$ cat src/rtl/adcsc_pkg.sv
// Shared constants for the dual-unit scan start controller.
// Assumes one 50 MHz clock and a synchronous active-high reset.
package adcsc_pkg;
  // ***********************************************************
  // Register bit positions
  // ***********************************************************
  localparam int BIT_START = 7; // Scan start, acts on edges
  localparam int BIT_MODE = 6; // 0 single, 1 continuous
  localparam int BIT_IRQ_EN = 4; // Scan end interrupt enable
  localparam int BIT_TRG_EN = 1; // Hardware trigger enable
  localparam int BIT_TRG_SRC = 0; // 0 timer, 1 pin
  localparam logic [7:0] CTRL_WMASK = 8'hD3; // Writable bits
  localparam logic [7:0] CTRL_RESET = 8'h00; // Reset value
  // ***********************************************************
  // Software port map (designer's own)
  // ***********************************************************
  localparam logic [3:0] ADDR_CTRL_A = 4'h0; // Control unit A
  localparam logic [3:0] ADDR_CTRL_B = 4'h1; // Control unit B
  localparam logic [3:0] ADDR_STAT_A = 4'h2; // Status unit A
  localparam logic [3:0] ADDR_STAT_B = 4'h3; // Status unit B
  localparam logic [3:0] ADDR_CKS = 4'h4; // Conversion clock select
  localparam logic [3:0] ADDR_IRQ_EN_B = 4'h5; // Irq trigger enables B
  localparam int STAT_ACTIVE = 0; // Status bit: scan active
  localparam int STAT_END = 1; // Status bit: scan end flag
  localparam int STAT_BUSY = 2; // Status bit: irq conversion busy
  // ***********************************************************
  // Channel ranges and conversion timing in states
  // ***********************************************************
  localparam int CH_A_FIRST = 0; // First channel of unit A
  localparam int CH_A_LAST = 27; // Last channel of unit A
  localparam int CH_B_FIRST = 40; // First channel of unit B
  localparam int CH_B_LAST = 48; // Last channel of unit B
  localparam int CH_B_IRQ0 = 40; // First irq channel of unit B
  localparam int CH_B_IRQ1 = 44; // Second irq channel of unit B
  localparam int SCAN_STATES_SLOW = 56; // Scan of one channel, select 0
  localparam int SCAN_STATES_FAST = 28; // Scan of one channel, select 1
  localparam int IRQ_STATES_SLOW = 50; // Irq conversion, select 0
  localparam int IRQ_STATES_FAST = 25; // Irq conversion, select 1
  localparam int PIN_LOW_MIN_NS = 30; // Least pin low pulse, 1.5 periods
  localparam int CLK_NS = 20; // Clock period
  localparam int PIN_LOW_MIN_CYC = (PIN_LOW_MIN_NS + CLK_NS - 1) / CLK_NS; // Rounded up
  localparam int TIMER_PERIOD_SLOW = SCAN_STATES_SLOW + IRQ_STATES_SLOW * 2 + 8;
endpackage

$ cat src/rtl/adcsc_if.sv
// Carrier between the converter block and the trigger source end.
// Assumes both ends share clk.
`timescale 1ns/1ps
interface adcsc_if (
  input wire logic clk // Common clock
);
  logic timer_trig_a; // Timer channel pulse for unit A
  logic timer_trig_b; // Timer channel pulse for unit B
  logic irq_trig_a; // Channel 0 interrupt trigger pulse
  logic irq_trig_b; // Channels 40/44 interrupt trigger pulse
  logic ext_trigger_pin_unit_a; // Pin trigger A, idles high
  logic ext_trigger_pin_unit_b; // Pin trigger B, idles high
  logic scan_end_interrupt_a; // Scan end interrupt A
  logic scan_end_interrupt_b; // Scan end interrupt B
  modport device (
    input timer_trig_a, timer_trig_b, irq_trig_a, irq_trig_b,
    input ext_trigger_pin_unit_a, ext_trigger_pin_unit_b,
    output scan_end_interrupt_a, scan_end_interrupt_b
  );
  modport source (
    output timer_trig_a, timer_trig_b, irq_trig_a, irq_trig_b,
    output ext_trigger_pin_unit_a, ext_trigger_pin_unit_b,
    input scan_end_interrupt_a, scan_end_interrupt_b
  );
endinterface

$ cat src/rtl/adcsc_device.sv
// Scan start control for two converter units, A and B.
// Assumes synchronous trigger inputs and software on a plain port.
//
// The placing of the registers and strobed register access were decided locally.
`timescale 1ns/1ps
module adcsc_device (
  input wire logic clk, // 50 MHz clock
  input wire logic reset, // Synchronous reset, active high
  adcsc_if.device link, // Trigger and interrupt side
  input wire logic [3:0] addr, // Register address
  input wire logic [7:0] wdata, // Write data
  input wire logic wr, // Write strobe
  input wire logic rd, // Read strobe
  output logic [7:0] rdata, // Read data, cycle after strobe
  output logic [5:0] channel_a, // Channel converting on unit A
  output logic [5:0] channel_b // Channel converting on unit B
);
  // ***********************************************************
  // Types and state
  // ***********************************************************
  typedef enum logic [1:0] {ADCSC_IDLE, ADCSC_IRQ, ADCSC_SCAN} adcsc_phase_t;
  typedef struct packed {
    adcsc_phase_t phase; // What the unit is doing
    logic [7:0] ctrl; // Control register
    logic active; // Scan active flag
    logic end_flag; // Scan end flag
    logic pend_scan; // Scan waiting behind irq conversions
    logic [1:0] irq_left; // Irq conversions still to run
    logic [5:0] chan; // Current channel
    logic [5:0] count; // States left in this conversion
    logic pin_q; // Last sampled pin level
  } adcsc_unit_t;
  typedef struct packed {
    adcsc_unit_t a; // Unit A
    adcsc_unit_t b; // Unit B
    logic conversion_clock_select; // Conversion clock select
    logic [1:0] irq_en_b; // Enables for ch40 and ch44
    logic [7:0] rdata; // Read data register
    logic irq_a; // Interrupt A
    logic irq_b; // Interrupt B
  } adcsc_state_t;
  adcsc_state_t s, next_s;

  // Conversion length in states for the current clock select
  function automatic logic [5:0] conv_len(input logic irq, input logic conversion_clock_select);
    if (irq) begin
      conv_len = conversion_clock_select ? 6'(adcsc_pkg::IRQ_STATES_FAST) : 6'(adcsc_pkg::IRQ_STATES_SLOW);
    end else begin
      conv_len = conversion_clock_select ? 6'(adcsc_pkg::SCAN_STATES_FAST) : 6'(adcsc_pkg::SCAN_STATES_SLOW);
    end
  endfunction

  // Status byte of one unit
  function automatic logic [7:0] status(input adcsc_unit_t u);
    status = 8'h00;
    status[adcsc_pkg::STAT_ACTIVE] = u.active;
    status[adcsc_pkg::STAT_END] = u.end_flag;
    status[adcsc_pkg::STAT_BUSY] = (u.phase == ADCSC_IRQ);
  endfunction

  // One unit's next state. Scan covers first..last channels; irq channels
  // are held in irq_ch0/irq_ch1 and run ahead of a scan started alongside.
  function automatic adcsc_unit_t step(
    input adcsc_unit_t u, input logic wr_ctrl, input logic [7:0] wval,
    input logic clr_end, input logic timer, input logic pin,
    input logic irq_trig, input logic [1:0] irq_en, input logic conversion_clock_select,
    input logic [5:0] first, input logic [5:0] last,
    input logic [5:0] irq_ch0, input logic [5:0] irq_ch1);
    adcsc_unit_t n;
    logic [7:0] nc;
    logic start;
    logic stop;
    logic done;
    n = u;
    nc = u.ctrl;
    if (wr_ctrl) begin
      nc = wval & adcsc_pkg::CTRL_WMASK;
    end
    n.ctrl = nc;
    n.pin_q = pin;
    start = 1'b0;
    if (!u.ctrl[adcsc_pkg::BIT_START] && nc[adcsc_pkg::BIT_START]) begin
      start = 1'b1;
    end
    if (u.ctrl[adcsc_pkg::BIT_TRG_EN]) begin
      if (u.ctrl[adcsc_pkg::BIT_TRG_SRC]) begin
        start = start | (u.pin_q & ~pin);
      end else begin
        start = start | timer;
      end
    end
    stop = (u.ctrl[adcsc_pkg::BIT_START] && !nc[adcsc_pkg::BIT_START])
      || (u.ctrl[adcsc_pkg::BIT_MODE] && !nc[adcsc_pkg::BIT_MODE] && u.active);
    if (clr_end) begin
      n.end_flag = 1'b0;
    end
    done = (u.count == 6'h01);
    case (u.phase)
      ADCSC_IDLE: begin
        if (irq_trig && irq_en != 2'h0) begin
          n.phase = ADCSC_IRQ;
          n.irq_left = irq_en;
          n.chan = irq_en[0] ? irq_ch0 : irq_ch1;
          n.count = conv_len(1'b1, conversion_clock_select);
          n.pend_scan = start;
          n.active = start;
        end else if (start) begin
          n.phase = ADCSC_SCAN;
          n.active = 1'b1;
          n.chan = first;
          n.count = conv_len(1'b0, conversion_clock_select);
        end
      end
      ADCSC_IRQ: begin
        if (stop) begin
          n.pend_scan = 1'b0;
          n.active = 1'b0;
        end else if (start && !u.active) begin
          n.pend_scan = 1'b1;
          n.active = 1'b1;
        end
        if (done) begin
          if (u.irq_left == 2'h3 && u.chan == irq_ch0) begin
            n.irq_left = 2'h2;
            n.chan = irq_ch1;
            n.count = conv_len(1'b1, conversion_clock_select);
          end else if (n.pend_scan) begin
            n.phase = ADCSC_SCAN;
            n.pend_scan = 1'b0;
            n.irq_left = 2'h0;
            n.chan = first;
            n.count = conv_len(1'b0, conversion_clock_select);
          end else begin
            n.phase = ADCSC_IDLE;
            n.irq_left = 2'h0;
          end
        end else begin
          n.count = u.count - 6'h01;
        end
      end
      ADCSC_SCAN: begin
        if (stop) begin
          n.phase = ADCSC_IDLE;
          n.active = 1'b0;
        end else if (done) begin
          if (u.chan == last) begin
            n.end_flag = 1'b1;
            if (u.ctrl[adcsc_pkg::BIT_MODE]) begin
              n.chan = first;
              n.count = conv_len(1'b0, conversion_clock_select);
            end else begin
              n.phase = ADCSC_IDLE;
              n.active = 1'b0;
            end
          end else begin
            n.chan = u.chan + 6'h01;
            n.count = conv_len(1'b0, conversion_clock_select);
          end
        end else begin
          n.count = u.count - 6'h01;
        end
      end
      default: begin
        n.phase = ADCSC_IDLE;
      end
    endcase
    step = n;
  endfunction

  // ***********************************************************
  // Next-state logic
  // ***********************************************************
  // Both units step in the same cycle so simultaneous timer pulses align
  always_comb begin
    next_s = s;
    next_s.a = step(s.a, wr && addr == adcsc_pkg::ADDR_CTRL_A, wdata,
      wr && addr == adcsc_pkg::ADDR_STAT_A && !wdata[adcsc_pkg::STAT_END],
      link.timer_trig_a, link.ext_trigger_pin_unit_a, link.irq_trig_a, 2'h1, s.conversion_clock_select,
      6'(adcsc_pkg::CH_A_FIRST), 6'(adcsc_pkg::CH_A_LAST),
      6'(adcsc_pkg::CH_A_FIRST), 6'(adcsc_pkg::CH_A_FIRST));
    next_s.b = step(s.b, wr && addr == adcsc_pkg::ADDR_CTRL_B, wdata,
      wr && addr == adcsc_pkg::ADDR_STAT_B && !wdata[adcsc_pkg::STAT_END],
      link.timer_trig_b, link.ext_trigger_pin_unit_b, link.irq_trig_b, s.irq_en_b, s.conversion_clock_select,
      6'(adcsc_pkg::CH_B_FIRST), 6'(adcsc_pkg::CH_B_LAST),
      6'(adcsc_pkg::CH_B_IRQ0), 6'(adcsc_pkg::CH_B_IRQ1));
    // Irq enables: completion is kept if interrupt enable is on, set wins
    next_s.irq_a = next_s.a.end_flag & next_s.a.ctrl[adcsc_pkg::BIT_IRQ_EN];
    next_s.irq_b = next_s.b.end_flag & next_s.b.ctrl[adcsc_pkg::BIT_IRQ_EN];
    if (wr && addr == adcsc_pkg::ADDR_CKS) begin
      next_s.conversion_clock_select = wdata[0];
    end
    if (wr && addr == adcsc_pkg::ADDR_IRQ_EN_B) begin
      next_s.irq_en_b = wdata[1:0];
    end
    next_s.rdata = 8'h00;
    if (rd) begin
      case (addr)
        adcsc_pkg::ADDR_CTRL_A: next_s.rdata = s.a.ctrl;
        adcsc_pkg::ADDR_CTRL_B: next_s.rdata = s.b.ctrl;
        adcsc_pkg::ADDR_STAT_A: next_s.rdata = status(s.a);
        adcsc_pkg::ADDR_STAT_B: next_s.rdata = status(s.b);
        adcsc_pkg::ADDR_CKS: next_s.rdata = {7'h00, s.conversion_clock_select};
        adcsc_pkg::ADDR_IRQ_EN_B: next_s.rdata = {6'h00, s.irq_en_b};
        default: next_s.rdata = 8'h00; // Unmapped reads zero
      endcase
    end
    if (reset) begin
      next_s = '0;
      next_s.a.ctrl = adcsc_pkg::CTRL_RESET;
      next_s.b.ctrl = adcsc_pkg::CTRL_RESET;
      next_s.a.pin_q = 1'b1; // Pin idles high; no false edge after reset
      next_s.b.pin_q = 1'b1;
    end
  end

  // ***********************************************************
  // State register
  // ***********************************************************
  always_ff @(posedge clk) begin
    s <= next_s;
  end

  assign rdata = s.rdata;
  assign channel_a = s.a.chan;
  assign channel_b = s.b.chan;
  assign link.scan_end_interrupt_a = s.irq_a;
  assign link.scan_end_interrupt_b = s.irq_b;
endmodule

$ cat src/flat_wrapper.sv
// flat-port wrapper written by rule: the top's interface ports become plain ports
module adcsc_device_flat 
  (clk, reset, addr, wdata, wr, rd, rdata, channel_a, channel_b, link_timer_trig_a, link_timer_trig_b, link_irq_trig_a, link_irq_trig_b, link_ext_trigger_pin_unit_a, link_ext_trigger_pin_unit_b, link_scan_end_interrupt_a, link_scan_end_interrupt_b);
  adcsc_if link_i (.clk(clk));
  input wire logic clk;
  input wire logic reset;
  input wire logic [3:0] addr;
  input wire logic [7:0] wdata;
  input wire logic wr;
  input wire logic rd;
  output logic [7:0] rdata;
  output logic [5:0] channel_a;
  output logic [5:0] channel_b;
  input wire logic [$bits(link_i.timer_trig_a)-1:0] link_timer_trig_a;
  input wire logic [$bits(link_i.timer_trig_b)-1:0] link_timer_trig_b;
  input wire logic [$bits(link_i.irq_trig_a)-1:0] link_irq_trig_a;
  input wire logic [$bits(link_i.irq_trig_b)-1:0] link_irq_trig_b;
  input wire logic [$bits(link_i.ext_trigger_pin_unit_a)-1:0] link_ext_trigger_pin_unit_a;
  input wire logic [$bits(link_i.ext_trigger_pin_unit_b)-1:0] link_ext_trigger_pin_unit_b;
  output wire logic [$bits(link_i.scan_end_interrupt_a)-1:0] link_scan_end_interrupt_a;
  output wire logic [$bits(link_i.scan_end_interrupt_b)-1:0] link_scan_end_interrupt_b;
  assign link_i.timer_trig_a = link_timer_trig_a;
  assign link_i.timer_trig_b = link_timer_trig_b;
  assign link_i.irq_trig_a = link_irq_trig_a;
  assign link_i.irq_trig_b = link_irq_trig_b;
  assign link_i.ext_trigger_pin_unit_a = link_ext_trigger_pin_unit_a;
  assign link_i.ext_trigger_pin_unit_b = link_ext_trigger_pin_unit_b;
  assign link_scan_end_interrupt_a = link_i.scan_end_interrupt_a;
  assign link_scan_end_interrupt_b = link_i.scan_end_interrupt_b;
  adcsc_device u_core (.clk(clk), .reset(reset), .link(link_i), .addr(addr), .wdata(wdata), .wr(wr), .rd(rd), .rdata(rdata), .channel_a(channel_a), .channel_b(channel_b));
endmodule
$ cat config.mk
export PLATFORM = sky130hd
export DESIGN_NAME = adcsc_device_flat
export DESIGN_NICKNAME = d
export VERILOG_FILES = /design/src/rtl/adcsc_pkg.sv /design/src/rtl/adcsc_if.sv /design/src/rtl/adcsc_device.sv /design/src/flat_wrapper.sv
export SDC_FILE = /design/constraint.sdc
export NUM_CORES = 1
export LEC_CHECK = 0
export BUFFER_PORTS_ARGS = -buffer_cell sky130_fd_sc_hd__buf_2
export CELL_PAD_IN_SITES_DETAIL_PLACEMENT = 1
export CELL_PAD_IN_SITES_GLOBAL_PLACEMENT = 1
export CORE_MARGIN = 8
export CORE_UTILIZATION = 47
export DETAILED_ROUTE_END_ITERATION = 16
export GPL_ROUTABILITY_DRIVEN = 0
export PLACE_DENSITY = 0.91
export SYNTH_ARGS = -nofsm -noshare
export SYNTH_HDL_FRONTEND = slang
export SYNTH_SLANG_ARGS = --single-unit
$ cat constraint.sdc
create_clock -name clk -period 3.6 [get_ports clk]
set_input_delay 0.36 -clock clk [delete_from_list [all_inputs] [get_ports clk]]
set_output_delay 0.36 -clock clk [all_outputs]
set_load 0.005 [all_outputs]
* After elaboration in Yosys (flattened, before gate mapping) *
Index checks and enable logic that the tools add are counted.
W data, S select, Z words.

storage, ports and cells
  flip-flop bits (word level) = 63
  input bits = 22
  output and inout port bits = 22
  word-level logic and storage cells = 230

cells by class
  add/subtract/negate cells = 4
  equal/unequal tests = 44
  mux-type cells = 92
  bitwise logic cells = 11
  reductions and logical operators = 54

operator list
  operator               count
  $mux W12               12
  $pmux W12 S3           2
  $mux W6                8
  $pmux W8 S6            1
  $mux W2                22
  $mux W1                32
  $mux W14               2
  $reduce_and A6 Y1      4
  $logic_and A1 B1 Y1    21
  $mux W9                2
  $ne A3 B1 Y1 const B   6
  $mux W8                2
  $ne A3 B2 Y1 const B   5
  $reduce_and A7 Y1      2
  $add A6 B1 Y6 const B  2
  $eq A6 B1 Y1 const B   2
  $eq A6 B6 Y1 const B   2
  $pmux W2 S3            2
  $pmux W3 S2            2
  $sub A6 B1 Y6 const B  2
  $ne A2 B1 Y1 const B   5
  $ne A2 B2 Y1 const B   5
  $reduce_and A5 Y1      2
  $logic_not A1 Y1       9
  23 further kinds       51

* Depth between registers and ports, before layout *
  depth in word-level cells = 16
  depth in mapped cells = 9
  depth with buffers taken out = 8

* Worst setup path before layout *
OpenSTA, ideal clock, no wires.

  path type = input to register
  from = in addr[3]
  to = reg u_core.s[44] in the netlist's numbering
  library setup time = 131 ps
  arrival = 2087 ps
  required time = 3469 ps
  setup slack = 1382 ps
  cell stages on the path = 6
  buffers on the path = 0
  path through = or3_4 > or4_4 > and3b_1 > o21a_1 > o311ai_1 > o41ai_1

on the way
  longest elaborated chain between the ends = 14
  elaborated cells on any way between the ends = 23
  classes of those cells = 3 x eq/ne; 7 x mux; 2 x bitwise; 11 x reduce/logical

RTL lines
  what                             line                                    source
  start: declaration               flat_wrapper.sv:7                       input wire logic [3:0] addr;
  $logic_not A4 Y1 (*)             adcsc_device.sv:176                     next_s.a = step(s.a, wr && addr == adcsc_pkg::ADDR_CTRL_A, wdata,
  $logic_and A1 B1 Y1 (*)          adcsc_device.sv:176
  $mux W8 (*)                      adcsc_device.sv:76                      if (wr_ctrl) begin
  $logic_and A1 B1 Y1              adcsc_device.sv:82                      if (!u.ctrl[adcsc_pkg::BIT_START] && nc[adcsc_pkg::BIT_START]) begin
  $mux W1                          adcsc_device.sv:82
  $or A1 B1 Y1 (on tied branches)  adcsc_device.sv:89, adcsc_device.sv:87
  $mux W1                          adcsc_device.sv:86                      if (u.ctrl[adcsc_pkg::BIT_TRG_SRC]) begin
  $mux W1                          adcsc_device.sv:85                      if (u.ctrl[adcsc_pkg::BIT_TRG_EN]) begin
  $logic_and A1 B1 Y1              adcsc_device.sv:118                     end else if (start && !u.active) begin
  $mux W1                          adcsc_device.sv:118
  $mux W1                          adcsc_device.sv:115                     if (stop) begin
  $mux W1                          adcsc_device.sv:98                      case (u.phase)
  $ne A4 B4 Y1 (no line)           --
  $reduce_and A5 Y1 (no line) (*)  --
  end signal: assignment           adcsc_device.sv:220                     s <= next_s;
  end: declaration                 adcsc_device.sv:42                      adcsc_state_t s, next_s;

Mark *: on every way between the ends. The rest lies on a longest branch, timed or not. The select of a mux whose other input is x is not followed.
A chain may end at the register's enable or synchronous reset.

* Worst setup path in the final report *
  from = reg u_core.s[30] in the netlist's numbering
  to = reg u_core.s (netlist bit u_core.channel_b[4])

on the way
  longest elaborated chain between the ends = 7
  elaborated cells on any way between the ends = 10
  classes of those cells = 2 x eq/ne; 3 x mux; 5 x reduce/logical

RTL lines
  what                             line
  $logic_not A1 Y1                 adcsc_device.sv:118
  $logic_and A1 B1 Y1              adcsc_device.sv:118
  $mux W1                          adcsc_device.sv:118
  $mux W1                          adcsc_device.sv:115
  $mux W1                          adcsc_device.sv:98
  $ne A3 B2 Y1 (no line)           --
  $reduce_and A7 Y1 (no line) (*)  --

Marks and branches as above.

==> run_results.csv <==
group,metric,value,unit
status,status,"finished clean",
logic_synthesis,synthMuxAreaShare,0.0347,
detailed_routing,ant_nets,0,
final_layout,areaGrowthSynthToFinish,8.60,%
critical_path,crit_chain,"and3b_1, o211ai_1, a31oi_1, or3_1, or4_1, a21oi_1",
cts,cts_resized,0,
cts,htree_levels,3,
cts,cts_setup_buffers,0,
cts,clock_path_buffers,2,
pwr,p_leak,1.67,nW
logic_synthesis,seq_area_frac_synth,0.300,
critical_path,slowest_delay,720,ps
critical_path,crit_required,3880,ps
die,die_area,0.0119,mm2
logic_synthesis,synth_cells,518,
logic_synthesis,async_flop_share,0,
global_routing,grt_start_max_net_pins,27,
sta,tns,0,ps
final_layout,drive_gt1_frac,0.138,
logic_synthesis,synth_edf_count,0,
logic_synthesis,synth_xor_area_frac,0.0107,
cts,root_buffer,"clkbuf_8",
die,die_y,109,um
pwr,max-vdd-ir-drop,0.316,mV
critical_path,crit_path_top_delay_cell,"o211ai_1",
detailed_routing,drt-total-wl,12900,um
pwr,p_seq_frac,0.327,
logic_synthesis,syn_avg_cell_area,7.87,um2
pwr,power_density,592,mW/mm2
global_routing,gr-total-overflow,0,
cts,cts_tree,"yes",
logic_synthesis,synth_area,0.00408,mm2
final_layout,final_util,0.518,
cts,cts_buffers,9,
cts,clock-sinks,61,
final_layout,multi_input_area,0.00254,mm2
global_routing,grt_pass1_wl,21000,um
sta,setup_violations,0,
global_routing,grt_usage,0.219,
sta,grt_setup_unrepaired,"false",
pwr,pwr-share-clk,0.283,
global_routing,grt_pass1_vias,4235,
critical_path,crit_arrival,3010,ps
final_layout,ff_latch_area,0.00122,mm2
die,start_util,0.477,
critical_path,crit_fanout,12,
die,ioPinCount,44,
logic_synthesis,synth-compound-area-share,0.264,
logic_synthesis,synth_top_family_by_area,"compound AO/OA/AOI/OAI gates",
final_layout,fillers,1083,
cts,clk_latency,360,ps
global_routing,antenna_found_initial,0,
sta,finalMaxSlewViolations,0,
logic_synthesis,synth-simple-area-share,0.262,
cts,cts_hold_buf,0,
critical_path,critPathCaptureType,"register",
pwr,comb_power_share,0.390,
sta,hold_viol,0,
sta,tightest_slew,907,ps
critical_path,critical_path_class,"reg2reg",
sta,whs,208,ps
detailed_routing,initialDrtViolationCount,250,
critical_path,startpoint_type,"register",
sta,max_freq,0.366,GHz
min_path,min_path_type,"in2reg",
job,maxCapViolCount,0,
detailed_routing,vias_per_cell,6.39,
sta,fin_crit,2730,ps
logic_synthesis,synthAdderAreaFrac,0.0491,
die,core_area,0.00855,mm2
detailed_routing,detail_route.wl_per_cell,20.0,um
logic_synthesis,synth-seq-cells,61,
final_layout,nNetsFinal,569,
sta,relSlewSlack,0.393,
sta,clock_skew,18.1,ps
detailed_routing,drc,0,
final_layout,instances_no_fill,643,
logic_synthesis,ys_types,80,
final_layout,antennaDiodeCount,0,
pwr,netSwitchingFraction,0.395,
critical_path,crit_buf_inv,0,
place,dp_hpwl,9270,um
place,place_inst,628,
die,rows,34,
die,die_w,109,um
logic_synthesis,synth_ff_type,"dfxtp_1",
cts,clk_pin_slew,80,ps
detailed_routing,drtPass1Iterations,5,
pwr,switching_power,1.03,mW
detailed_routing,num_vias,4109,
place,numPortBuffers,38,
critical_path,critPathTopFamily,"simple AND/OR/NAND/NOR gates",
pwr,p_int,1.58,mW
logic_synthesis,ys_warn_count,0,
sta,timing.final.crit_share,0.759,
## synthesized netlist by cell type, types with 9 or more instances
| library cell | n | area share |
|---|---|---|
| clkbuf_1 | 13 | 0.012 |
| o21ai_0 | 27 | 0.033 |
| ha_1 | 16 | 0.049 |
| nand2_1 | 45 | 0.041 |
| dfxtp_1 | 61 | 0.30 |
| buf_4 | 20 | 0.037 |
| nand3_1 | 15 | 0.018 |
| nand2b_1 | 9 | 0.014 |
| inv_1 | 25 | 0.023 |
| a21oi_1 | 38 | 0.047 |
| a31oi_1 | 12 | 0.018 |
| mux2i_1 | 13 | 0.032 |
| nor2_1 | 47 | 0.043 |
| nor3_1 | 23 | 0.028 |
## stage by stage
stage / worst slack, ps / cell area, um2 / total power, mW
after global placement: 932 / 4190 / 1.81
after floorplan: 1380 / 4080 / 1.62
after CTS: 946 / 4430 / 2.61
after global routing: 661 / 4430 / 2.75
after detailed placement: 880 / 4190 / 1.86
final: 867 / 4430 / 2.62
## worst reg2reg max path: cells and delay by family, from the launching register on
| kind | cells | cell delay [ps] |
|---|---|---|
| flops | 1 | 360 |
| compound gates | 3 | 1080 |
| simple gates | 3 | 1210 |
## layer usage
metal	wire, um	up-vias	track usage
li1	-	1931	-
met1	5470	2015	0.263
met2	6560	139	0.380
met3	683	24	0.0437
met4	175	0	0.0772
met5	0	-	0
## worst paths after layout
check                             end  slack (ps)  cells past startpoint                   startpoint
setup / recovery  u_core.channel_b[4]         870                      6                 u_core.s[30]
hold / removal           u_core.s[13]         210                      2  link_ext_trigger_pin_unit_b
setup reg to reg  u_core.channel_b[4]         870                      6                 u_core.s[30]
hold reg to reg          u_core.s[60]         490                      2                 u_core.s[60]
## state kept, by name, summed over array words and instances (netlist names)
register,count
u_core.link.scan_end_interrupt_a,1
u_core.link.scan_end_interrupt_b,1
u_core.s,41
u_core.channel_a,6
u_core.channel_b,6
u_core.rdata,6
## layout make-up
class,instances,share of cell area
multi-input cells,394,0.573
well taps,108,0.0305
clock buffers,12,0.0373
flip-flops and latches,61,0.276
inverters,25,0.0212
repair buffers,40,0.0464
clock inverters,3,0.0153
## logic make-up after synthesis
logic type                 count (synthesis)
DFF                                       61
xor gates and xnor gates                   5
buffers and inverters                     64
other                                      1
muxes                                     14
and+or+nand+nor                          201
AOI/OAI and AO/OA                        156
adders and majority gates                 16
## power groups by stage
stage	Combinational (mW)	Clock [mW]	Sequential, mW
after floorplan	0.785	0	0.837
after global placement	0.957	0	0.857
after detailed placement	0.994	0	0.868
after CTS	1.01	0.746	0.853
after global routing	1.12	0.767	0.865
final	1.02	0.741	0.856
## cells in the final DEF, fill, tap and decap left out, types with 4 or more instances in the layout
cell	instances
dfxtp_1	61
nor2_1	47
nand2_1	45
a21oi_1	38
buf_2	38
o21ai_0	27
inv_1	25
nor3_1	23
ha_1	16
nand3_1	15
mux2i_1	13
a31oi_1	12
clkbuf_8	12
nand2b_1	9
nor2b_1	7
or2_2	7
o211ai_1	7
a211oi_1	7
o32ai_1	7
a311oi_1	6
and2_1	5
and3b_1	4
nand4b_1	4
a41oi_1	4
nor3b_1	4
nand4_1	4
nor4_1	4
o22ai_1	4
Note: power is estimated with default switching activity, not from simulation.
